<file path="src/psbp_regs.vh">
// register offsets, field positions, reset values and timing counts of the pll status block
`ifndef PSBP_REGS_VH
`define PSBP_REGS_VH

// ----------------------------------------------------------------
// register offsets (byte addresses, 8-bit data)
// ----------------------------------------------------------------
`define PSBP_ADDR_W          4
`define PSBP_OFF_PLL_CTL     4'h0
`define PSBP_OFF_PLL_BWC     4'h1
`define PSBP_OFF_BRK_CTL     4'h2
`define PSBP_OFF_TRK_TOL     4'h3
`define PSBP_OFF_LOCK_TOL    4'h4

// ----------------------------------------------------------------
// pll_control_reg fields
// ----------------------------------------------------------------
`define PSBP_CTL_IE_BIT      7
`define PSBP_CTL_FLAG_BIT    6
`define PSBP_CTL_UNIMP       8'h0F

// ----------------------------------------------------------------
// pll_bandwidth_control_reg fields
// ----------------------------------------------------------------
`define PSBP_BWC_AUTO_BIT    7
`define PSBP_BWC_LOCK_BIT    6
`define PSBP_BWC_TRK_BIT     5

// ----------------------------------------------------------------
// sim_break_flag_control fields
// ----------------------------------------------------------------
`define PSBP_BRK_BCE_BIT     7

// ----------------------------------------------------------------
// reset values and timing counts
// ----------------------------------------------------------------
`define PSBP_TRK_TOL_RST     8'h20
`define PSBP_LOCK_TOL_RST    8'h08
`define PSBP_REF_DIV         8
`define PSBP_N_ACQ           8
`define PSBP_N_TRK           16

`endif

</file>
<file path="src/psbp_tol_qual.v">
// tolerance qualifier: flags an error that stays below a limit for n reference samples
`timescale 1ns/1ps

module psbp_tol_qual #(
  parameter W     = 8,
  parameter N_CNT = 8
) (
  input  wire         i_mclk,
  input  wire         i_rst,
  input  wire         i_run,
  input  wire         i_sample,
  input  wire [W-1:0] i_err,
  input  wire [W-1:0] i_tol,
  output reg          o_ok
);

  // ----------------------------------------------------------------
  // consecutive in-tolerance sample counter
  // ----------------------------------------------------------------
  reg [15:0] cnt;

  // one sample out of tolerance restarts the whole measurement, so a
  // noisy error never qualifies on an average alone
  always @(posedge i_mclk) begin
    if (i_rst || !i_run) begin
      cnt  <= 16'h0000;
      o_ok <= 1'b0;
    end else if (i_sample) begin
      if (i_err < i_tol) begin
        if (cnt >= N_CNT[15:0] - 16'h0001) begin
          o_ok <= 1'b1;
        end else begin
          cnt <= cnt + 16'h0001;
        end
      end else begin
        cnt  <= 16'h0000;
        o_ok <= 1'b0;
      end
    end
  end

endmodule

</file>
<file path="src/psbp_top.v">
// pll status flags with lock-change flag protection during debug break
//
// Summary of operation
// - with break active and the break clear enable set, reading the control register clears the flag as normal.
// - a flag cleared during break stays cleared after break ends; nothing restores it.
// - with break active and the break clear enable zero, control register accesses leave the flag alone.
// - the break clear enable is zero after reset, protecting the flag by default.
// - in automatic mode the tracking indicator sets once the error stays under the tracking tolerance.
// - in automatic mode the lock indicator sets once tracking has qualified and the error then stays under the lock tolerance.
// - in automatic mode every lock change sets the flag and requests an interrupt when enabled.
// - in manual mode interrupts are off and the flag reads as zero.
`timescale 1ns/1ps
`include "psbp_regs.vh"

module psbp_top #(
  parameter ERR_W   = 8,
  parameter REF_DIV = `PSBP_REF_DIV,
  parameter N_ACQ   = `PSBP_N_ACQ,
  parameter N_TRK   = `PSBP_N_TRK
) (
  input  wire                   i_mclk,
  input  wire                   i_rst,
  input  wire [`PSBP_ADDR_W-1:0] i_addr,
  input  wire [7:0]             i_wdata,
  input  wire                   i_wr,
  input  wire                   i_rd,
  input  wire                   i_break_state,
  input  wire [ERR_W-1:0]       i_freq_error,
  output reg  [7:0]             o_rdata,
  output reg                    o_pll_irq,
  output reg                    o_tracking,
  output reg                    o_lock,
  output reg                    o_break_flag_clear_enable
);

  // ----------------------------------------------------------------
  // register state
  // ----------------------------------------------------------------
  reg             pll_interrupt_enable;
  reg             pll_lock_change_flag;
  reg             auto_mode;
  reg             manual_trk;
  reg             break_flag_clear_enable;
  reg [ERR_W-1:0] trk_tol;
  reg [ERR_W-1:0] lock_tol;
  reg             tracking_mode_indicator;
  reg             lock_ind;
  reg             lock_prev;

  // ----------------------------------------------------------------
  // access decode
  // ----------------------------------------------------------------
  function sel;
    input [`PSBP_ADDR_W-1:0] a;
    input [`PSBP_ADDR_W-1:0] off;
    begin
      sel = (a == off);
    end
  endfunction

  wire wr_ctl  = i_wr && sel(i_addr, `PSBP_OFF_PLL_CTL);
  wire wr_bwc  = i_wr && sel(i_addr, `PSBP_OFF_PLL_BWC);
  wire wr_brk  = i_wr && sel(i_addr, `PSBP_OFF_BRK_CTL);
  wire wr_ttol = i_wr && sel(i_addr, `PSBP_OFF_TRK_TOL);
  wire wr_ltol = i_wr && sel(i_addr, `PSBP_OFF_LOCK_TOL);
  wire rd_ctl  = i_rd && sel(i_addr, `PSBP_OFF_PLL_CTL);

  // ----------------------------------------------------------------
  // frequency error synchroniser
  // ----------------------------------------------------------------
  // the error word comes from the analog side; it is taken only when
  // stages two and three agree, so a word caught mid-change is skipped
  reg [ERR_W-1:0] err_s1;
  reg [ERR_W-1:0] err_s2;
  reg [ERR_W-1:0] err_s3;
  reg [ERR_W-1:0] err_q;

  always @(posedge i_mclk) begin
    if (i_rst) begin
      err_s1 <= {ERR_W{1'b1}};
      err_s2 <= {ERR_W{1'b1}};
      err_s3 <= {ERR_W{1'b1}};
      err_q  <= {ERR_W{1'b1}};
    end else begin
      err_s1 <= i_freq_error;
      err_s2 <= err_s1;
      err_s3 <= err_s2;
      if (err_s2 == err_s3) begin
        err_q <= err_s3;
      end
    end
  end

  // ----------------------------------------------------------------
  // reference sample divider
  // ----------------------------------------------------------------
  reg [15:0] div_cnt;
  reg        ref_tick;

  always @(posedge i_mclk) begin
    if (i_rst) begin
      div_cnt  <= 16'h0000;
      ref_tick <= 1'b0;
    end else if (div_cnt >= REF_DIV[15:0] - 16'h0001) begin
      div_cnt  <= 16'h0000;
      ref_tick <= 1'b1;
    end else begin
      div_cnt  <= div_cnt + 16'h0001;
      ref_tick <= 1'b0;
    end
  end

  // ----------------------------------------------------------------
  // acquisition and lock qualification
  // ----------------------------------------------------------------
  wire trk_ok;
  wire lock_ok;

  psbp_tol_qual #(
    .W     (ERR_W),
    .N_CNT (N_ACQ)
  ) u_trk_qual (
    .i_mclk   (i_mclk),
    .i_rst    (i_rst),
    .i_run    (auto_mode),
    .i_sample (ref_tick),
    .i_err    (err_q),
    .i_tol    (trk_tol),
    .o_ok     (trk_ok)
  );

  // lock is measured only after acquisition has ended
  psbp_tol_qual #(
    .W     (ERR_W),
    .N_CNT (N_TRK)
  ) u_lock_qual (
    .i_mclk   (i_mclk),
    .i_rst    (i_rst),
    .i_run    (auto_mode && trk_ok),
    .i_sample (ref_tick),
    .i_err    (err_q),
    .i_tol    (lock_tol),
    .o_ok     (lock_ok)
  );

  always @(posedge i_mclk) begin
    if (i_rst) begin
      tracking_mode_indicator <= 1'b0;
      lock_ind                <= 1'b0;
      lock_prev               <= 1'b0;
    end else begin
      tracking_mode_indicator <= auto_mode && trk_ok;
      lock_ind                <= auto_mode && lock_ok;
      lock_prev               <= lock_ind;
    end
  end

  wire lock_edge = auto_mode && (lock_ind != lock_prev);

  // ----------------------------------------------------------------
  // lock change flag
  // ----------------------------------------------------------------
  // a read of the control register clears the flag; in break the read
  // is harmless unless the break clear enable is set, so a debugger can
  // inspect the register without losing a pending lock event
  wire clr_allowed = !i_break_state || break_flag_clear_enable;
  wire flag_clear  = rd_ctl && clr_allowed;

  always @(posedge i_mclk) begin
    if (i_rst) begin
      pll_lock_change_flag <= 1'b0;
    end else if (!auto_mode) begin
      pll_lock_change_flag <= 1'b0;
    end else if (lock_edge) begin
      pll_lock_change_flag <= 1'b1;
    end else if (flag_clear) begin
      pll_lock_change_flag <= 1'b0;
    end
  end

  // ----------------------------------------------------------------
  // software writable registers
  // ----------------------------------------------------------------
  always @(posedge i_mclk) begin
    if (i_rst) begin
      pll_interrupt_enable    <= 1'b0;
      auto_mode               <= 1'b0;
      manual_trk              <= 1'b0;
      break_flag_clear_enable <= 1'b0;
      trk_tol                 <= `PSBP_TRK_TOL_RST;
      lock_tol                <= `PSBP_LOCK_TOL_RST;
    end else begin
      if (wr_ctl) begin
        pll_interrupt_enable <= i_wdata[`PSBP_CTL_IE_BIT];
      end
      if (wr_bwc) begin
        auto_mode <= i_wdata[`PSBP_BWC_AUTO_BIT];
        // the manual tracking value is held while automatic mode runs
        // and comes back when software returns to manual mode
        if (!auto_mode) begin
          manual_trk <= i_wdata[`PSBP_BWC_TRK_BIT];
        end
      end
      if (wr_brk) begin
        break_flag_clear_enable <= i_wdata[`PSBP_BRK_BCE_BIT];
      end
      if (wr_ttol) begin
        trk_tol <= i_wdata[ERR_W-1:0];
      end
      if (wr_ltol) begin
        lock_tol <= i_wdata[ERR_W-1:0];
      end
    end
  end

  // ----------------------------------------------------------------
  // read mux
  // ----------------------------------------------------------------
  reg [7:0] next_rdata;

  always @* begin
    next_rdata = 8'h00;
    case (i_addr)
      `PSBP_OFF_PLL_CTL: begin
        next_rdata = `PSBP_CTL_UNIMP;
        next_rdata[`PSBP_CTL_IE_BIT]   = pll_interrupt_enable;
        next_rdata[`PSBP_CTL_FLAG_BIT] = pll_lock_change_flag && auto_mode;
      end
      `PSBP_OFF_PLL_BWC: begin
        next_rdata[`PSBP_BWC_AUTO_BIT] = auto_mode;
        next_rdata[`PSBP_BWC_LOCK_BIT] = lock_ind && auto_mode;
        next_rdata[`PSBP_BWC_TRK_BIT]  = auto_mode ? tracking_mode_indicator : manual_trk;
      end
      `PSBP_OFF_BRK_CTL: begin
        next_rdata[`PSBP_BRK_BCE_BIT] = break_flag_clear_enable;
      end
      `PSBP_OFF_TRK_TOL: begin
        next_rdata[ERR_W-1:0] = trk_tol;
      end
      `PSBP_OFF_LOCK_TOL: begin
        next_rdata[ERR_W-1:0] = lock_tol;
      end
      default: begin
        next_rdata = 8'h00;
      end
    endcase
  end

  // ----------------------------------------------------------------
  // registered outputs
  // ----------------------------------------------------------------
  always @(posedge i_mclk) begin
    if (i_rst) begin
      o_rdata                   <= 8'h00;
      o_pll_irq                 <= 1'b0;
      o_tracking                <= 1'b0;
      o_lock                    <= 1'b0;
      o_break_flag_clear_enable <= 1'b0;
    end else begin
      o_rdata                   <= i_rd ? next_rdata : 8'h00;
      o_pll_irq                 <= auto_mode && pll_interrupt_enable && pll_lock_change_flag;
      o_tracking                <= auto_mode ? tracking_mode_indicator : manual_trk;
      o_lock                    <= lock_ind;
      o_break_flag_clear_enable <= break_flag_clear_enable;
    end
  end

endmodule
</file>
<file path="config.mk">
export PLATFORM = sky130hd
export DESIGN_NAME = psbp_top
export DESIGN_NICKNAME = d
export VERILOG_FILES = /design/src/psbp_tol_qual.v /design/src/psbp_top.v
export VERILOG_INCLUDE_DIRS = /design/src /design/src/src
export SDC_FILE = /design/constraint.sdc
export NUM_CORES = 1
export LEC_CHECK = 0
export ABC_CLOCK_PERIOD_IN_PS = 2000
export BUFFER_PORTS_ARGS = -buffer_cell sky130_fd_sc_hd__buf_2
export CAP_MARGIN = 25
export CORE_MARGIN = 5
export CORE_UTILIZATION = 45
export CTS_CLUSTER_SIZE = 10
export DETAILED_ROUTE_END_ITERATION = 8
export PLACE_DENSITY = 0.65
export SLEW_MARGIN = 15
export SYNTH_ARGS = -nofsm -noshare
export SYNTH_HDL_FRONTEND = slang
export SYNTH_SLANG_ARGS = --single-unit
</file>
<file path="constraint.sdc">
create_clock -name i_mclk -period 2 [get_ports i_mclk]
set_clock_uncertainty 0.15 [all_clocks]
set_input_delay 0.3 -clock i_mclk [delete_from_list [all_inputs] [get_ports i_mclk]]
set_output_delay 0.3 -clock i_mclk [all_outputs]
set_load 0.02 [all_outputs]
</file>
==> impl_metrics.ini, run 1 <==
[timing]
slew_viol_final = 0
hold_slack_ps = 8.69
setup_slack_ps = -26.7
setup_viol = 1
tns_ps = -26.7
hold_viol_final = 0
fmax_mhz = 493
rsz0062_at_grt = yes
post-route-period-util_pct = 101
period_minus_slack_ps = 2030

[global_routing]
gr-usage-all-layers_pct = 15.7
grt_start_max_net_pins = 60
grt_pass1_vias = 3454
grt_pass1_wl_mm = 16.1
antenna_found_initial = 0
gr-total-overflow = 0

[layout]
antennaDiodeCount = 0
post-route-util_pct = 62.1
fill_cells = 802
layout-drive-gt1-share_pct = 29.4
syn_to_final_growth_pct = 33.6
layout.nets = 602
stdcell_count = 704

[die]
num_rows = 36
die-width_um = 111
core_um2 = 9820
start_util_pct = 46.5
pin_count = 37
die_y_um = 111
die-area_um2 = 12300

[logic_synthesis]
ys_ff_latch = 118
synth_edf_count = 0
ys.flop_type = dfxtp_1
synth_cell_types = 51
async_reset_ff_share_pct = 0
seq_area_frac_synth_pct = 51.7
synth_area_leaders = dfxtp_1, ha_1, a21oi_1
synth_area_um2 = 4570
netlist_instances = 467
avgSynthCellArea_um2 = 9.78
yosys.area.top_type_share_pct = 51.7
yosysWarnings = 0
synth_top_cell_by_area = dfxtp_1

[setup_path]
cp-end-kind = flop
arrival_ps = 2300
crit_path_max_fanout = 4
crit_type = reg2reg
cp.required_ps = 2270
cp-start-kind = flop

[worst_hold_path]
hp-class = in2reg

[clock_network]
clk_pin_slew_worst_paths_ps = 60
cts_root_buf = clkbuf_8
cts.htree.levels = 4
cts_tree = yes
cts_sinks = 118
cts_buffers = 17
clk_latency_ps = 510
cts_buffer_depth = 2

[placed_design]
dp_cells = 653
portBuffers = 36
gp_congestion = 0.866
dp_hpwl_mm = 6.23

[power_and_ir_drop]
p_leak_nw = 2.38
ir_drop_uv = 864
power_mw = 5.98
powerDensity_nw_per_um2 = 980

[status]
status = finished, violations left
failed_checks = negative setup slack

[detailed_routing]
drt-vias-per-instance = 5.13
vias = 3610
wl_mm = 9.64
drt_iter0_drc = 142
drcViolationCount = 0
drtPass1Iterations = 5
drtAntennaViolNets = 0
routedWlPerCell_um = 13.7

[job]
max_cap_violations = 0
==> timing repair <==
item	4_1_cts	5_1_grt
hold endpoints to repair	30	0
resized for setup	11	36
setup endpoints to repair	29	33
setup buffers	0	3
pin swaps	3	25
hold buffers	18	0
==> per-layer routing <==
layer  vias to the layer above  global-route usage [%]  wire length [um]
met1                      1689                    20.1              4350
li1                       1810                       -                 -
met5                         -                       0                 0
met3                        17                    4.59               479
met4                         0                    6.40               188
met2                        94                    25.0              4630
==> registers in the layout (all words and copies together), names as in the netlist, 8 cells and up <==
name and cells:
err_q 8, u_trk_qual.cnt 16, err_s1 8, div_cnt 16, o_rdata 8, trk_tol 8
u_lock_qual.cnt 16, err_s3 8, err_s2 8, lock_tol 8
==> cells in the mapped netlist, drive strengths merged (2+ instances only) <==
cell type,number
dfxtp,118
nand2,34
a21oi,33
nor2,31
nand3,27
or2,25
inv,22
ha,17
and3,14
and2,13
clkbuf,13
o21a,12
xor2,11
nor4,10
a211o,9
a211oi,7
buf,7
nand4,7
a221oi,5
nor2b,5
o21ai,5
mux2i,4
nand2b,4
nor3b,4
and4,3
nor3,3
o22ai,3
a2111oi,2
a22oi,2
o21bai,2
==> per-stage QoR <==
step / setup slack, ps / area [um^2]
finish: -26.7 / 6100
global route: -93.7 / 6100
CTS: 6.01 / 5930
detailed placement: -216 / 5080
global placement: -194 / 5080
floorplan: 32.7 / 4610
==> kinds of logic after synthesis <==
kind of cell,after synthesis,synth area share (%)
simple gates,183,22.4
flops,118,51.7
compound gates,88,13.4
buf+inv,42,3.81
fa+ha+maj,17,4.66
xor+xnor,12,2.30
mux,6,1.62
other cells,1,0.0821
==> power breakdown <==
part           total [mW]  switching, mW  internal (mW)
sequential           2.45         0.0341           2.41
combinational       0.445          0.215          0.230
clock                3.09           1.05           2.04
==> cell usage in the layout, fill, tap and decap left out, types with 4 or more instances in the layout <==
cell type      count
xor2_1            11
nand2b_1           4
dfxtp_1          109
inv_1             21
bufinv_16          4
conb_1            12
clkbuf_16         16
or2_2             25
o21ai_0            4
and2_1            10
a211oi_2           6
buf_2             36
o21a_1            11
nor4_1             7
a211o_1            9
clkinvlp_4         5
buf_4             24
ha_1              14
a221oi_1           5
a21oi_1           27
and3_1            14
nand2_1           34
nand3_1           27
a21oi_2            4
nand4_1            6
dfxtp_2            9
nor2_1            31
dlygate4sd3_1     18
nor2b_1            5
mux2i_1            4
==> final cells by class <==
class / instances / area, um^2 / share of cell area (%)
inverters: 22 / 82.6 / 1.35
flip-flops and latches: 118 / 2370 / 38.9
multi-input cells: 318 / 2260 / 37.0
clock inverters: 12 / 180 / 2.95
clock buffers: 18 / 428 / 7.01
well taps: 133 / 166 / 2.73
repair buffers: 83 / 614 / 10.1
==> worst paths after layout <==
| check | from | endpoint | slack [ps] | cells after the start |
|---|---|---|---|---|
| worst max-delay path | lock_tol[7]$_SDFFE_PP0P_ | u_lock_qual.cnt[0]$_SDFFE_PP0P_ | -30 | 9 |
| worst min-delay path | i_break_state | pll_lock_change_flag$_SDFFE_PP0P_ | 9 | 5 |
| worst max register to register | lock_tol[7]$_SDFFE_PP0P_ | u_lock_qual.cnt[0]$_SDFFE_PP0P_ | -30 | 9 |
| worst min register to register | err_s1[7]$_SDFF_PP1_ | err_s2[7]$_SDFF_PP1_ | 260 | 1 |
==> worst max-delay path, cell delays in order (launching register included) <==
cell and delay [ps]:
dfxtp_1 340, inv_1 70, ha_1 300, a21oi_1 140
o21a_1 150, o41ai_2 70, buf_4 150, buf_6 120
o21a_1 200, o32ai_2 250
No activity file was read; power rests on OpenSTA's default activity.
==> inputs of run 2 (changes only) <==
Settings changed: CORE_UTILIZATION 45 to 52, PLACE_DENSITY 0.65 to 0.74.
==> impl_metrics.ini, run 2 (synthesized netlist as in run 1, its figures left out) <==
[job]
max_cap_violations = 0

[timing]
post-route-period-util_pct = 99.0
period_minus_slack_ps = 1980
slew_viol_final = 0
setup_viol = 0
setup_slack_ps = 20.5
fmax_mhz = 505
hold_slack_ps = 32.6
tns_ps = 0
hold_viol_final = 0
rsz0062_at_grt = yes

[clock_network]
cts_sinks = 118
cts_tree = yes
clk_latency_ps = 510
cts_buffers = 17
cts_root_buf = clkbuf_8
cts.htree.levels = 4
clk_pin_slew_worst_paths_ps = 60
cts_buffer_depth = 2

[setup_path]
cp.required_ps = 2300
arrival_ps = 2280
crit_type = reg2reg
cp-start-kind = flop
cp-end-kind = flop
rr_worst_depth = 9
crit_path_max_fanout = 7

[die]
num_rows = 34
core_um2 = 8640
die_y_um = 104
die-width_um = 104
die-area_um2 = 10800
pin_count = 37
start_util_pct = 52.9

[layout]
syn_to_final_growth_pct = 34.3
stdcell_count = 686
post-route-util_pct = 71.0
regArea_um2 = 2380
final_common_cell = dfxtp_1
final_cell_mix = dfxtp_1, buf_2, nand2_1, a21oi_1, buf_4
layout-drive-gt1-share_pct = 31.0
fill_cells = 588
layout.nets = 607
antennaDiodeCount = 0
multi_input_area_um2 = 2270
fin_area_um2 = 6130
reg_top3 = div_cnt (16), u_lock_qual.cnt (16), u_trk_qual.cnt (16)

[placed_design]
place_ws_ps = -255
portBuffers = 36
post_dp_cell_area_um2 = 5080
gp_congestion = 0.874
dp_hpwl_mm = 6.35
dp_cells = 633

[detailed_routing]
wl_mm = 10.4
drtAntennaViolNets = 0
drt_iter0_drc = 245
vias = 3750
routedWlPerCell_um = 15.2
drtPass1Iterations = 6
drcViolationCount = 0
drt-vias-per-instance = 5.47

[power_and_ir_drop]
ir_drop_uv = 563
power_mw = 6.09
p_leak_nw = 2.42
powerDensity_nw_per_um2 = 993

[global_routing]
gr-total-overflow = 0
grt_pass1_wl_mm = 17.2
grt_start_max_net_pins = 24
grt_pass1_vias = 3674
gr-usage-all-layers_pct = 19.1
antenna_found_initial = 0

[worst_hold_path]
hp-class = in2reg
holdPathStages = 4

[status]
status = complete, no violations
run 2: power by group:
part	leakage [nW]	internal, mW	total (mW)	switching (mW)
clock network	0.302	2.07	3.15	1.09
logic	1.15	0.247	0.480	0.233
registers	0.964	2.42	2.46	0.0409
total	2.42	4.73	6.09	1.36
run 2: repair_timing:
item                       in CTS  in global routing
hold buffers                   17                  0
cloned                          1                  0
pin swaps                       8                  8
resized for setup              17                 33
setup endpoints to repair      27                 28
hold endpoints to repair       28                  0
setup buffers                   3                  1
run 2: area by class of cell:
class,count,share of cell area (%)
Clock inverter,14,3.22
Tap cell,108,2.20
Clock buffer,18,6.98
Sequential cell,118,38.8
Timing Repair Buffer,88,10.3
Multi-Input combinational cell,318,37.1
Inverter,22,1.35
run 2: worst paths after layout:
path / slack (ps) / start / end
worst max-delay path: 20 / trk_tol[5]$_SDFFE_PP1P_ / u_trk_qual.cnt[7]$_SDFFE_PP0P_
worst min-delay path: 30 / i_addr[2] / o_rdata[5]$_SDFF_PP0_
worst max register to register: 20 / trk_tol[5]$_SDFFE_PP1P_ / u_trk_qual.cnt[7]$_SDFFE_PP0P_
worst min register to register: 260 / err_s1[3]$_SDFF_PP1_ / err_s2[3]$_SDFF_PP1_
run 2: layer usage:
metal	wire length (um)	GRT usage [%]	vias to the layer above
met5	0	0	-
met4	203	8.14	0
met2	5110	30.9	157
li1	-	-	1821
met3	741	6.59	24
met1	4370	23.2	1748
run 2: critical path, stage by stage, from the launching register on:
cell       delay, ps
dfxtp_2          350
inv_1             90
ha_4             280
nand4_1          120
nor2_2           180
a211oi_4          90
buf_6            130
buf_12           130
a2111oi_4        270
o21a_1           140
